===== src/rtl/qins_cfg.svh =====
// Constants for the interlocked queue insert-at-head engine.
// Assumes inclusion by its bare name from the package and the modules.
`ifndef QINS_CFG_SVH
`define QINS_CFG_SVH
`define QINS_RETRY_DEFAULT 16
`define QINS_ADDR_W 64
`define QINS_DATA_W 64
`define QINS_LINK_OFS 64'h0000000000000004
`define QINS_ALIGN_LSB 0
`define QINS_ALIGN_MSB 2
`define QINS_FLINK_CHK_LSB 1
`define QINS_FLINK_CHK_MSB 2
`define QINS_LOCK_BIT 0
`define QINS_ST_FAIL 64'hffffffffffffffff
`define QINS_ST_EMPTY 64'h0000000000000001
`define QINS_ST_NONEMPTY 64'h0000000000000000
`endif


===== src/rtl/qins_pkg.sv =====
// Types shared by the queue insert engine and its memory port.
// Assumes the constants header is on the include path.
`include "qins_cfg.svh"
package qins_pkg;
  // Memory operations the engine issues
  typedef enum logic [2:0] {
    mop_load_reserved,
    mop_store_cond,
    mop_store_quad,
    mop_store_long,
    mop_barrier,
    mop_probe_write
  } mem_op_t;

  // One memory request
  typedef struct packed {
    mem_op_t op;
    logic [63:0] addr;
    logic [63:0] wdata;
  } mem_req_t;

  // One memory answer
  typedef struct packed {
    logic [63:0] rdata;
    logic ok;
  } mem_rsp_t;

  // Outcome reported with the status
  typedef enum logic [1:0] {
    exc_none,
    exc_illegal_operand,
    exc_mem_mgmt
  } exc_kind_t;
endpackage


===== src/rtl/insert_head_long_locked.sv =====
// Interlocked insert-at-head engine for self-relative longword queues.
// Assumes a shared memory that honours reservations and orders barriers.
`timescale 1ns/1ps
`default_nettype none
`include "qins_cfg.svh"
// Function
// Caller loads header and entry address registers before start.
// Interlock bit already set: status -1, queue untouched.
// Checked variant: low three address bits nonzero is illegal operand.
// Checked variant: header equal to entry is illegal operand.
// Checked variant: addresses must be sign extensions of low 32 bits.
// Reserved load then conditional store with bit 0 set, counting retries.
// Retries exhausted without store success: status -1.
// Checked: after barrier, bad forward link bits 2:1 restore header, fault.
// Checked: probe entry and successor writable, else restore, memory fault.
// Displacement = header minus entry; write entry forward and backward links.
// Write successor back link, barrier, then header forward link releases lock.
// Success status 1 when queue was empty, else 0.
// Whole insert is uninterruptible and excludes other interlocked users.
// Resident variant skips all address and memory checks.
// Resident software keeps queue resident and 8-byte aligned.
// Each element holds forward then backward longword displacement.
// Header bit 0 is the secondary interlock held during the operation.
// Conditional store fails if header written since reserved load.
// Barriers make link writes visible before the releasing header write.
module insert_head_long_locked #(
  parameter int RETRY_N = `QINS_RETRY_DEFAULT // Retry budget
) (
  input wire logic clock, // Clock, 100 MHz
  input wire logic rst, // Async reset, high
  input wire logic ce, // Clock enable
  input wire logic start, // Pulse: begin insert
  input wire logic resident, // High: resident variant
  input wire logic [63:0] header_addr_reg, // Queue header address
  input wire logic [63:0] entry_addr_reg, // New entry address
  input wire logic mem_ack, // Memory answer strobe
  input wire qins_pkg::mem_rsp_t mem_rsp, // Memory answer
  output logic mem_valid, // Memory request pending
  output qins_pkg::mem_req_t mem_req, // Memory request
  output logic busy, // Operation in progress
  output logic done, // Pulse: operation finished
  output logic [63:0] status_result_reg, // Status result
  output qins_pkg::exc_kind_t exc // Exception raised
);
  import qins_pkg::*;

  // Refuse a retry budget that the 16-bit counter cannot hold
  if (RETRY_N < 1 || RETRY_N > 65535) begin : g_bad_retry
    $error("RETRY_N out of range");
  end

  typedef enum {
    st_idle, st_check, st_lock_ld, st_lock_sc, st_mb1, st_link_chk,
    st_probe_ent, st_probe_succ, st_wr_fwd, st_wr_bwd, st_wr_succ,
    st_mb2, st_wr_head, st_restore, st_finish
  } state_t;

  state_t state_q, state_d;
  logic [15:0] retry_q, retry_d;
  logic [63:0] hdr_q, hdr_d, ent_q, ent_d, tmp0_q, tmp0_d;
  logic res_q, res_d, issue_q, issue_d;
  logic busy_d, done_d;
  logic [63:0] status_d;
  exc_kind_t exc_d, pend_exc_q, pend_exc_d;
  logic [63:0] stat_pend_q, stat_pend_d; // Status held back until done
  mem_req_t req_d, req_q;
  logic port_done;
  mem_rsp_t rsp;

  // Sign extension of a low longword, used for links and addresses
  function automatic logic [63:0] sext32(input logic [63:0] v);
    return {{32{v[31]}}, v[31:0]};
  endfunction

  // Issue one memory request via the holding port
  qins_mem_port u_port (
    .clock(clock),
    .rst(rst),
    .ce(ce),
    .issue(issue_q),
    .req_in(req_q),
    .mem_ack(mem_ack),
    .mem_rsp(mem_rsp),
    .mem_valid(mem_valid),
    .mem_req(mem_req),
    .done(port_done),
    .rsp(rsp)
  );

  logic [63:0] tmp1, tmp2, succ_addr;
  assign tmp1 = sext32(tmp0_q);
  assign tmp2 = sext32(hdr_q - ent_q);
  assign succ_addr = hdr_q + tmp1 + `QINS_LINK_OFS;

  // Sequencer; memory requests are registered so the port sees one pulse
  always_comb begin
    state_d = state_q;
    retry_d = retry_q;
    hdr_d = hdr_q;
    ent_d = ent_q;
    tmp0_d = tmp0_q;
    res_d = res_q;
    issue_d = 1'b0;
    req_d = req_q;
    busy_d = busy;
    done_d = 1'b0;
    status_d = status_result_reg;
    exc_d = exc;
    pend_exc_d = pend_exc_q;
    stat_pend_d = stat_pend_q;
    case (state_q)
      st_idle: begin
        if (start) begin
          hdr_d = header_addr_reg;
          ent_d = entry_addr_reg;
          res_d = resident;
          retry_d = 16'(RETRY_N);
          busy_d = 1'b1;
          exc_d = exc_none;
          pend_exc_d = exc_none;
          stat_pend_d = status_result_reg; // Faults leave the old status
          state_d = st_check;
        end
      end
      st_check: begin
        if (!res_q && (hdr_q[`QINS_ALIGN_MSB:`QINS_ALIGN_LSB] != 3'h0
            || ent_q[`QINS_ALIGN_MSB:`QINS_ALIGN_LSB] != 3'h0
            || hdr_q == ent_q
            || sext32(hdr_q) != hdr_q || sext32(ent_q) != ent_q)) begin
          pend_exc_d = exc_illegal_operand;
          state_d = st_finish;
        end else begin
          req_d = '{op: mop_load_reserved, addr: hdr_q, wdata: 64'h0};
          issue_d = 1'b1;
          state_d = st_lock_ld;
        end
      end
      st_lock_ld: begin
        if (port_done) begin
          tmp0_d = rsp.rdata;
          if (rsp.rdata[`QINS_LOCK_BIT]) begin
            stat_pend_d = `QINS_ST_FAIL;
            state_d = st_finish;
          end else begin
            req_d = '{op: mop_store_cond, addr: hdr_q,
                      wdata: rsp.rdata | 64'h0000000000000001};
            issue_d = 1'b1;
            state_d = st_lock_sc;
          end
        end
      end
      st_lock_sc: begin
        if (port_done) begin
          retry_d = retry_q - 16'h0001;
          if (rsp.ok) begin
            req_d = '{op: mop_barrier, addr: hdr_q, wdata: 64'h0};
            issue_d = 1'b1;
            state_d = st_mb1;
          end else if (retry_q == 16'h0001) begin
            stat_pend_d = `QINS_ST_FAIL;
            state_d = st_finish;
          end else begin
            req_d = '{op: mop_load_reserved, addr: hdr_q, wdata: 64'h0};
            issue_d = 1'b1;
            state_d = st_lock_ld;
          end
        end
      end
      st_mb1: begin
        if (port_done) begin
          state_d = res_q ? st_wr_fwd : st_link_chk;
        end
      end
      st_link_chk: begin
        if (tmp1[`QINS_FLINK_CHK_MSB:`QINS_FLINK_CHK_LSB] != 2'h0) begin
          pend_exc_d = exc_illegal_operand;
          req_d = '{op: mop_store_quad, addr: hdr_q, wdata: tmp0_q};
          issue_d = 1'b1;
          state_d = st_restore;
        end else begin
          req_d = '{op: mop_probe_write, addr: ent_q, wdata: 64'h0};
          issue_d = 1'b1;
          state_d = st_probe_ent;
        end
      end
      st_probe_ent, st_probe_succ: begin
        if (port_done) begin
          if (!rsp.ok) begin
            pend_exc_d = exc_mem_mgmt;
            req_d = '{op: mop_store_quad, addr: hdr_q, wdata: tmp0_q};
            issue_d = 1'b1;
            state_d = st_restore;
          end else if (state_q == st_probe_ent) begin
            req_d = '{op: mop_probe_write, addr: hdr_q + tmp1, wdata: 64'h0};
            issue_d = 1'b1;
            state_d = st_probe_succ;
          end else begin
            state_d = st_wr_fwd;
          end
        end
      end
      st_wr_fwd: begin
        req_d = '{op: mop_store_long, addr: ent_q, wdata: tmp1 + tmp2};
        issue_d = 1'b1;
        state_d = st_wr_bwd;
      end
      st_wr_bwd: begin
        if (port_done) begin
          req_d = '{op: mop_store_long, addr: ent_q + `QINS_LINK_OFS, wdata: tmp2};
          issue_d = 1'b1;
          state_d = st_wr_succ;
        end
      end
      st_wr_succ: begin
        if (port_done) begin
          req_d = '{op: mop_store_long, addr: succ_addr, wdata: 64'h0 - tmp1 - tmp2};
          issue_d = 1'b1;
          state_d = st_mb2;
        end
      end
      st_mb2: begin
        if (port_done) begin
          req_d = '{op: mop_barrier, addr: hdr_q, wdata: 64'h0};
          issue_d = 1'b1;
          state_d = st_wr_head;
        end
      end
      st_wr_head: begin
        if (port_done && req_q.op == mop_barrier) begin
          req_d = '{op: mop_store_long, addr: hdr_q, wdata: 64'h0 - tmp2};
          issue_d = 1'b1;
        end else if (port_done) begin
          stat_pend_d = (tmp1 == 64'h0) ? `QINS_ST_EMPTY : `QINS_ST_NONEMPTY;
          state_d = st_finish;
        end
      end
      st_restore: begin
        if (port_done) begin
          state_d = st_finish;
        end
      end
      st_finish: begin
        // Status is set only with done, so a reader sees one event; the exception is set with done and cleared at start
        busy_d = 1'b0;
        done_d = 1'b1;
        status_d = stat_pend_q;
        exc_d = pend_exc_q;
        state_d = st_idle;
      end
      default: state_d = st_idle;
    endcase
  end

  // Only registers the next values; the engine ignores start while busy
  always_ff @(posedge clock or posedge rst) begin
    if (rst) begin
      state_q <= st_idle;
      retry_q <= 16'h0000;
      hdr_q <= 64'h0;
      ent_q <= 64'h0;
      tmp0_q <= 64'h0;
      res_q <= 1'b0;
      issue_q <= 1'b0;
      req_q <= '0;
      busy <= 1'b0;
      done <= 1'b0;
      status_result_reg <= 64'h0;
      exc <= exc_none;
      pend_exc_q <= exc_none;
      stat_pend_q <= 64'h0;
    end else if (ce) begin
      state_q <= state_d;
      retry_q <= retry_d;
      hdr_q <= hdr_d;
      ent_q <= ent_d;
      tmp0_q <= tmp0_d;
      res_q <= res_d;
      issue_q <= issue_d;
      req_q <= req_d;
      busy <= busy_d;
      done <= done_d;
      status_result_reg <= status_d;
      exc <= exc_d;
      pend_exc_q <= pend_exc_d;
      stat_pend_q <= stat_pend_d;
    end
  end
endmodule
`default_nettype wire


===== src/rtl/qins_mem_port.sv =====
// Request/answer holder between the engine and the shared memory.
// Assumes memory holds mem_ack for one cycle per taken request.
`timescale 1ns/1ps
`default_nettype none
module qins_mem_port (
  input wire logic clock, // Clock
  input wire logic rst, // Async reset, high
  input wire logic ce, // Clock enable
  input wire logic issue, // Pulse: start a request
  input wire qins_pkg::mem_req_t req_in, // Request to hold
  input wire logic mem_ack, // Memory answer strobe
  input wire qins_pkg::mem_rsp_t mem_rsp, // Memory answer
  output logic mem_valid, // Request pending
  output qins_pkg::mem_req_t mem_req, // Held request
  output logic done, // Pulse: answer arrived
  output qins_pkg::mem_rsp_t rsp // Captured answer
);
  import qins_pkg::*;
  logic valid_d;
  mem_req_t req_d;
  logic done_d;
  mem_rsp_t rsp_d;

  // Hold the request steady until the memory answers
  always_comb begin
    valid_d = mem_valid;
    req_d = mem_req;
    done_d = 1'b0;
    rsp_d = rsp;
    if (mem_valid && mem_ack) begin
      valid_d = 1'b0;
      done_d = 1'b1;
      rsp_d = mem_rsp;
    end else if (issue && !mem_valid) begin
      valid_d = 1'b1;
      req_d = req_in;
    end
  end

  always_ff @(posedge clock or posedge rst) begin
    if (rst) begin
      mem_valid <= 1'b0;
      mem_req <= '0;
      done <= 1'b0;
      rsp <= '0;
    end else if (ce) begin
      mem_valid <= valid_d;
      mem_req <= req_d;
      done <= done_d;
      rsp <= rsp_d;
    end
  end
endmodule
`default_nettype wire


===== config.mk =====
export PLATFORM = sky130hd
export DESIGN_NAME = insert_head_long_locked
export DESIGN_NICKNAME = d
export VERILOG_FILES = /design/src/rtl/qins_pkg.sv /design/src/rtl/insert_head_long_locked.sv /design/src/rtl/qins_mem_port.sv
export VERILOG_INCLUDE_DIRS = /design/src /design/src/rtl
export SDC_FILE = /design/constraint.sdc
export NUM_CORES = 2
export LEC_CHECK = 0
export BUFFER_PORTS_ARGS = -buffer_cell sky130_fd_sc_hd__buf_2
export CORE_MARGIN = 2
export CORE_UTILIZATION = 30
export CTS_BUF_LIST = sky130_fd_sc_hd__clkbuf_4
export CTS_CLUSTER_DIAMETER = 200
export CTS_CLUSTER_SIZE = 25
export DETAILED_ROUTE_END_ITERATION = 10
export PLACE_DENSITY = 0.5
export SYNTH_ARGS = -nofsm -noshare
export SYNTH_HDL_FRONTEND = slang
export SYNTH_SLANG_ARGS = --single-unit

===== constraint.sdc =====
create_clock -name clock -period 37.6 [get_ports clock]
set_input_delay 5.64 -clock clock [delete_from_list [all_inputs] [get_ports clock]]
set_output_delay 5.64 -clock clock [all_outputs]
set_load 0.02 [all_outputs]

### After elaboration in Yosys (flattened, before gate mapping)

Index checks and enable logic that the tools add are counted.

| operators by class | value |
|---|---|
| bitwise operators | 1 |
| equality and inequality tests | 41 |
| add/sub/neg operators | 9 |
| muxes and demuxes | 72 |
| reductions and logical operators | 36 |

Operators with widths:

| kind | count |
|---|---|
| 131-bit two-way mux | 14 |
| 131-bit one-hot mux with 10 select lines | 1 |
| 64-bit two-way mux | 8 |
| 32-bit one-hot mux with 13 select lines | 1 |
| 32-bit two-way mux | 10 |
| 32-bit by 4-bit equality test with 1-bit output (second input constant) | 8 |
| 64-bit one-hot mux with 4 select lines | 1 |
| 64-bit by 3-bit adder with 64-bit output (second input constant) | 2 |
| 32-bit by 3-bit equality test with 1-bit output (second input constant) | 4 |
| 1-bit by 32-bit subtractor with 33-bit output (first input constant) | 2 |
| 64-bit adder | 1 |
| 32-bit by 2-bit equality test with 1-bit output (second input constant) | 2 |
| 64-bit equality test | 1 |
| 64-bit zero test | 1 |
| 32-bit != test | 2 |
| 33-bit by 32-bit subtractor with 34-bit output | 1 |
| 32-bit by 32-bit adder with 33-bit output | 1 |
| 32-bit by 1-bit equality test with 1-bit output (second input constant) | 1 |
| 32-bit zero test | 1 |
| 16-bit two-way mux | 2 |
| 4-bit two-way mux | 8 |
| 16-bit one-hot mux with 2 select lines | 1 |
| 32-bit subtractor | 1 |
| 2-bit != test (second input constant) | 10 |
| 28 further kinds | 75 |

| storage, ports and cells | value |
|---|---|
| word-level logic and storage cells | 182 |
| register bits after elaboration | 705 |
| input bits | 199 |

### Depth between registers and ports, before layout

| logic depth | value |
|---|---|
| depth in word-level cells | 8 |
| mapped depth | 26 |
| gate-level depth less buffers | 26 |

### Cells and area by module

A second synthesis with hierarchy kept.

| unflattened totals | value |
|---|---|
| cells, all modules | 4676 |
| area total of the unflattened synthesis | 43391.6 sq um |

By module, submodules not included:

| module | area an instance (sq um) | times used | sequential area each (sq um) | cells each |
|---|---|---|---|---|
| insert_head_long_locked | 35652.9 | 1 | 11986.5 | 4254 |
| qins_mem_port | 7738.7 | 1 | 4954.8 | 422 |

### Least setup slack after synthesis

Ideal clock, no wire load.

| timing | value |
|---|---|
| path kind | in2reg |
| start | in ce |
| end | reg retry_q[11] |
| setup slack | 30.280 ns |
| buffers on the path | 0 |
| stages on the path | 6 |
| arrival | 7.242 ns |
| cells stage by stage | o41a_1 -> and3_1 -> nor4b_1 -> nand2_1 -> or3_1 -> a21oi_1 |

| between the ends | value |
|---|---|
| cells in the longest elaborated chain, start to end | 1 |

RTL lines:

| what | RTL line | text |
|---|---|---|
| from (decl) | insert_head_long_locked.sv:31 | `input wire logic ce,` |
| 4-bit AND reduction (no line) | n/a |  |
| to (signal assigned) | insert_head_long_locked.sv:273 | `retry_q <= retry_d;` |
| to (decl) | insert_head_long_locked.sv:59 | `logic [15:0] retry_q, retry_d;` |

No other way between the ends.
A chain may end at the register's enable or synchronous reset.

### Worst setup path after layout

| timing | value |
|---|---|
| start | in ce |
| end | reg req_q[31] (netlist bit) |

| between the ends | value |
|---|---|
| cells in the longest elaborated chain, start to end | 1 |

RTL lines:

| what | RTL line | text |
|---|---|---|
| 13-bit AND reduction (no line) | n/a |  |
| to (signal assigned) | insert_head_long_locked.sv:279 | `req_q <= req_d;` |
| to (decl) | insert_head_long_locked.sv:66 | `mem_req_t req_d, req_q;` |

No other way between the ends.

==> results.md <==
* Outcome: finished, final reports clean
* Post-synthesis sequential area ratio at between 40% and 50%
* Antenna-violating nets left at 0
* Remaining DRCs at 0
* Routed len/inst at 24.36 µm
* Worst r2r src: ent_q[8]
* Slew Limit Headroom at 21.97%
* Inserted Clock Buffers at 31
* DP Area at 46120 µm²
* FFs w/ async S/R, synth at 100.0%
* Largest net degree at the start of global routing at about 170
* Worst Hold Path Cells at 1
* CP startpoint kind: input pin
* Post-Syn Area at around 42000 µm²
* Layout Nets at ~5200
* Clk_skew at approximately 0.16 ns
* Crit Path Class: input pin to flop
* Crit-path max cell delay at between 0.6 and 0.7 ns
* Core area at ~140000 µm²
* Clock latency at the later pin of the worst-skew pair at between 1 and 1.5 ns
* Die width at approximately 380 µm
* Drt pass-1 iters at 7
* R2r worst-path depth at 21
* Netlist cell types at 88
* Worst R2R Setup Slack at around 30 ns
* Setup TNS Final at 0 ns
* Post-CTS setup buffer count at 0
* CP Cell Sequence: buf_2, o221ai_1, a21oi_1, o211ai_1, buf_4, buf_12, or2_2, buf_4, nor2_1, a22oi_1, o211ai_1, a21o_1
* Worst Hold Class: flop to flop
* Total nets after synthesis at 5005
* Hold EP: u_port.mem_req[119]
* FF-to-FF End: req_q[32]
* Hold path startpoint: req_q[119]
* Vias/cell at around 5.6
* Initial antenna violation count at 22
* Synthesized area per cell at approximately 9 µm²
* # rows at around 140
* Final Hold Fails at 0
* Synthesized instance count at approximately 4600
* Drt total wl at approximately 160000 µm
* Main synth FF type: dfrtp_1
* Design area at ~46000 µm²
* Die ar. at between 100000 and 150000 µm²
* Worst-path fanout max at around 160
* Detail Placement HPWL at 118400 µm
* Top Ports at ~400
* Starting Density at between 30 and 40%
* CTS tree: yes
* CP max-delay cell: buf_4
* Unrepaired setup endpoints after global routing: false
* Final setup fails at 0
* Gr usage total at a little over a fifth
* Post-synth EDFFs at 0
* FF+latch area at ~17000 µm²
* Layout area overhead at 9.657%
* Number of max-cap violations at 0
* Clock transition at path regs at just over 0.3 ns
* Clock Tree Root: clkbuf_4
* Number of global-route vias before repair at approximately 36000
* FMAX at 126.3 MHz
* Die height at approximately 380 µm
* # H-tree levels at 1
* Fill cell count at between 10000 and 15000
* GRT overflow at 0
* Sink Count at roughly 680
* Synth warn at 0
* RePlAce Congestion at 0.9679
* Final worst path period share at 21.06%
* 1st-iter DRT viols at 3874
* Core Util, Final at 33.22%
* Slew @ Worst Pin at 1.155 ns
* Multi-input logic area at roughly 24000 µm²
* Layout cell share with drive strength beyond 1 at a little under a fifth
* Post-CTS resize count at 0
* Routed vias at 37316
* Port Buffers at 398
* First-pass GRT wire length at ~240000 µm
* Seq cells post-synth at around 680
* Hold buffers post-CTS at 0
* CP arrival at between 9 and 10 ns
* Fin. max-slew vios at 0
* Tmin final at 7.918 ns
* Critical path endpoint category: flop
* CTS max path bufs at 3
* Biggest regs: req_q: 131 flops, u_port.mem_req: 131 flops, u_port.rsp: 65 flops
* Worst endpoint required time at ~39 ns
routing by layer:
| metal | up-vias | routed length [µm] | GRT usage, % |
|---|---|---|---|
| met5 | - | 153 | 0 |
| met4 | 24 | 4996 | 6.087 |
| met3 | 207 | 11850 | 4.237 |
| met2 | 1273 | 73510 | 34.45 |
| met1 | 18543 | 72620 | 30.20 |
| li1 | 17269 | - | - |
cell usage after synthesis, types with 28 or more instances:
master      n  area, µm²
a211oi_1   31      232.7
a21o_1     89      668.1
a21oi_1   361       1807
a221oi_1   39      341.6
a222oi_1   86      860.8
a22oi_1    36      270.3
a31oi_1    40      250.2
buf_1      29      108.9
clkbuf_1  249      934.7
dfrtp_1   677      16940
ha_1      187       2340
inv_1     140      525.5
mux2_2    335       3772
nand2_1   599       2248
nand2b_1   28      175.2
nand3_1    75      375.4
nand4_1    74      462.9
nor2_1    269       1010
nor3_1     85      425.4
nor4_1     50      312.8
o21a_1     36      270.3
o21ai_0   356       1782
o221ai_1   31      271.5
xnor2_1   144       1261
xor2_1    112      980.9
critical path, delay by kind of cell:
kind	cells	cell delay (ns)
buf+inv	4	1.93
compound gates	6	0.83
simple gates	2	0.38
placed cells by master, fill, tap and decap left out, types with 21 or more instances in the layout:
cell type,count
nand4_1,74
a31oi_1,40
nand2_1,597
clkbuf_4,31
nor3_1,85
nand3_1,73
a222oi_1,86
xor2_1,112
xnor2_1,144
nor2b_1,22
o211ai_1,25
o21a_1,36
nor2_1,264
ha_1,187
buf_2,398
mux2_2,335
inv_1,139
a221o_1,25
a22oi_1,36
and2_1,24
a21oi_1,360
or3_1,25
a221oi_1,39
buf_4,52
a211oi_1,30
dfrtp_1,677
and3_1,26
o21ai_0,355
a22o_1,21
o21bai_1,26
nor4_1,50
o31ai_1,23
a21o_1,89
nand2b_1,28
o221ai_1,31
area by class of cell:
type                            instances  share of cell area [%]
Timing Repair Buffer                  452                   5.219
Inverter                              140                   1.148
Clock inverter                          2                 0.08087
Tap cell                             1876                   5.057
Clock buffer                           31                  0.5014
Sequential cell                       677                   36.50
Multi-Input combinational cell       3510                   51.45
Antenna cell                            9                 0.04852
logic make-up after synthesis:
logic type / after synthesis / share of synthesized area [%]
AO/OA/AOI/OAI: 1362 / 21.16
XOR/XNOR: 256 / 5.297
adder cells (fa/ha/maj): 191 / 5.717
buffers and inverters: 428 / 3.825
flip-flops: 677 / 40.02
multiplexers: 340 / 9.030
AND/OR/NAND/NOR: 1361 / 14.94
worst max-delay path by stage:
stage                                     to  startpoint  cells past startpoint  slack, ns
after global routing              tmp0_q[48]         rst                      5      29.30
after floorplan                         busy         rst                      1      12.98
after CTS                 u_port.mem_req[47]         rst                      5      29.78
after detailed placement           req_q[31]          ce                     12      28.46
after global placement             req_q[31]          ce                     12      28.43
final                              req_q[31]          ce                     12      29.68
metrics by stage:
stage / cells / hold slack (ns) / setup slack [ns]
after floorplan: 4615 / 0.4386 / 12.98
final: 6697 / 0.4606 / 29.68
after CTS: 6688 / 0.4345 / 29.78
after global routing: 6691 / 0.4449 / 29.30
after detailed placement: 6655 / 0.4507 / 28.46
after global placement: 6655 / 0.4433 / 28.43
Power is left out: the tool's default activity adds up to more than one toggle a clock period on the data nets, which glitch-free logic cannot reach.
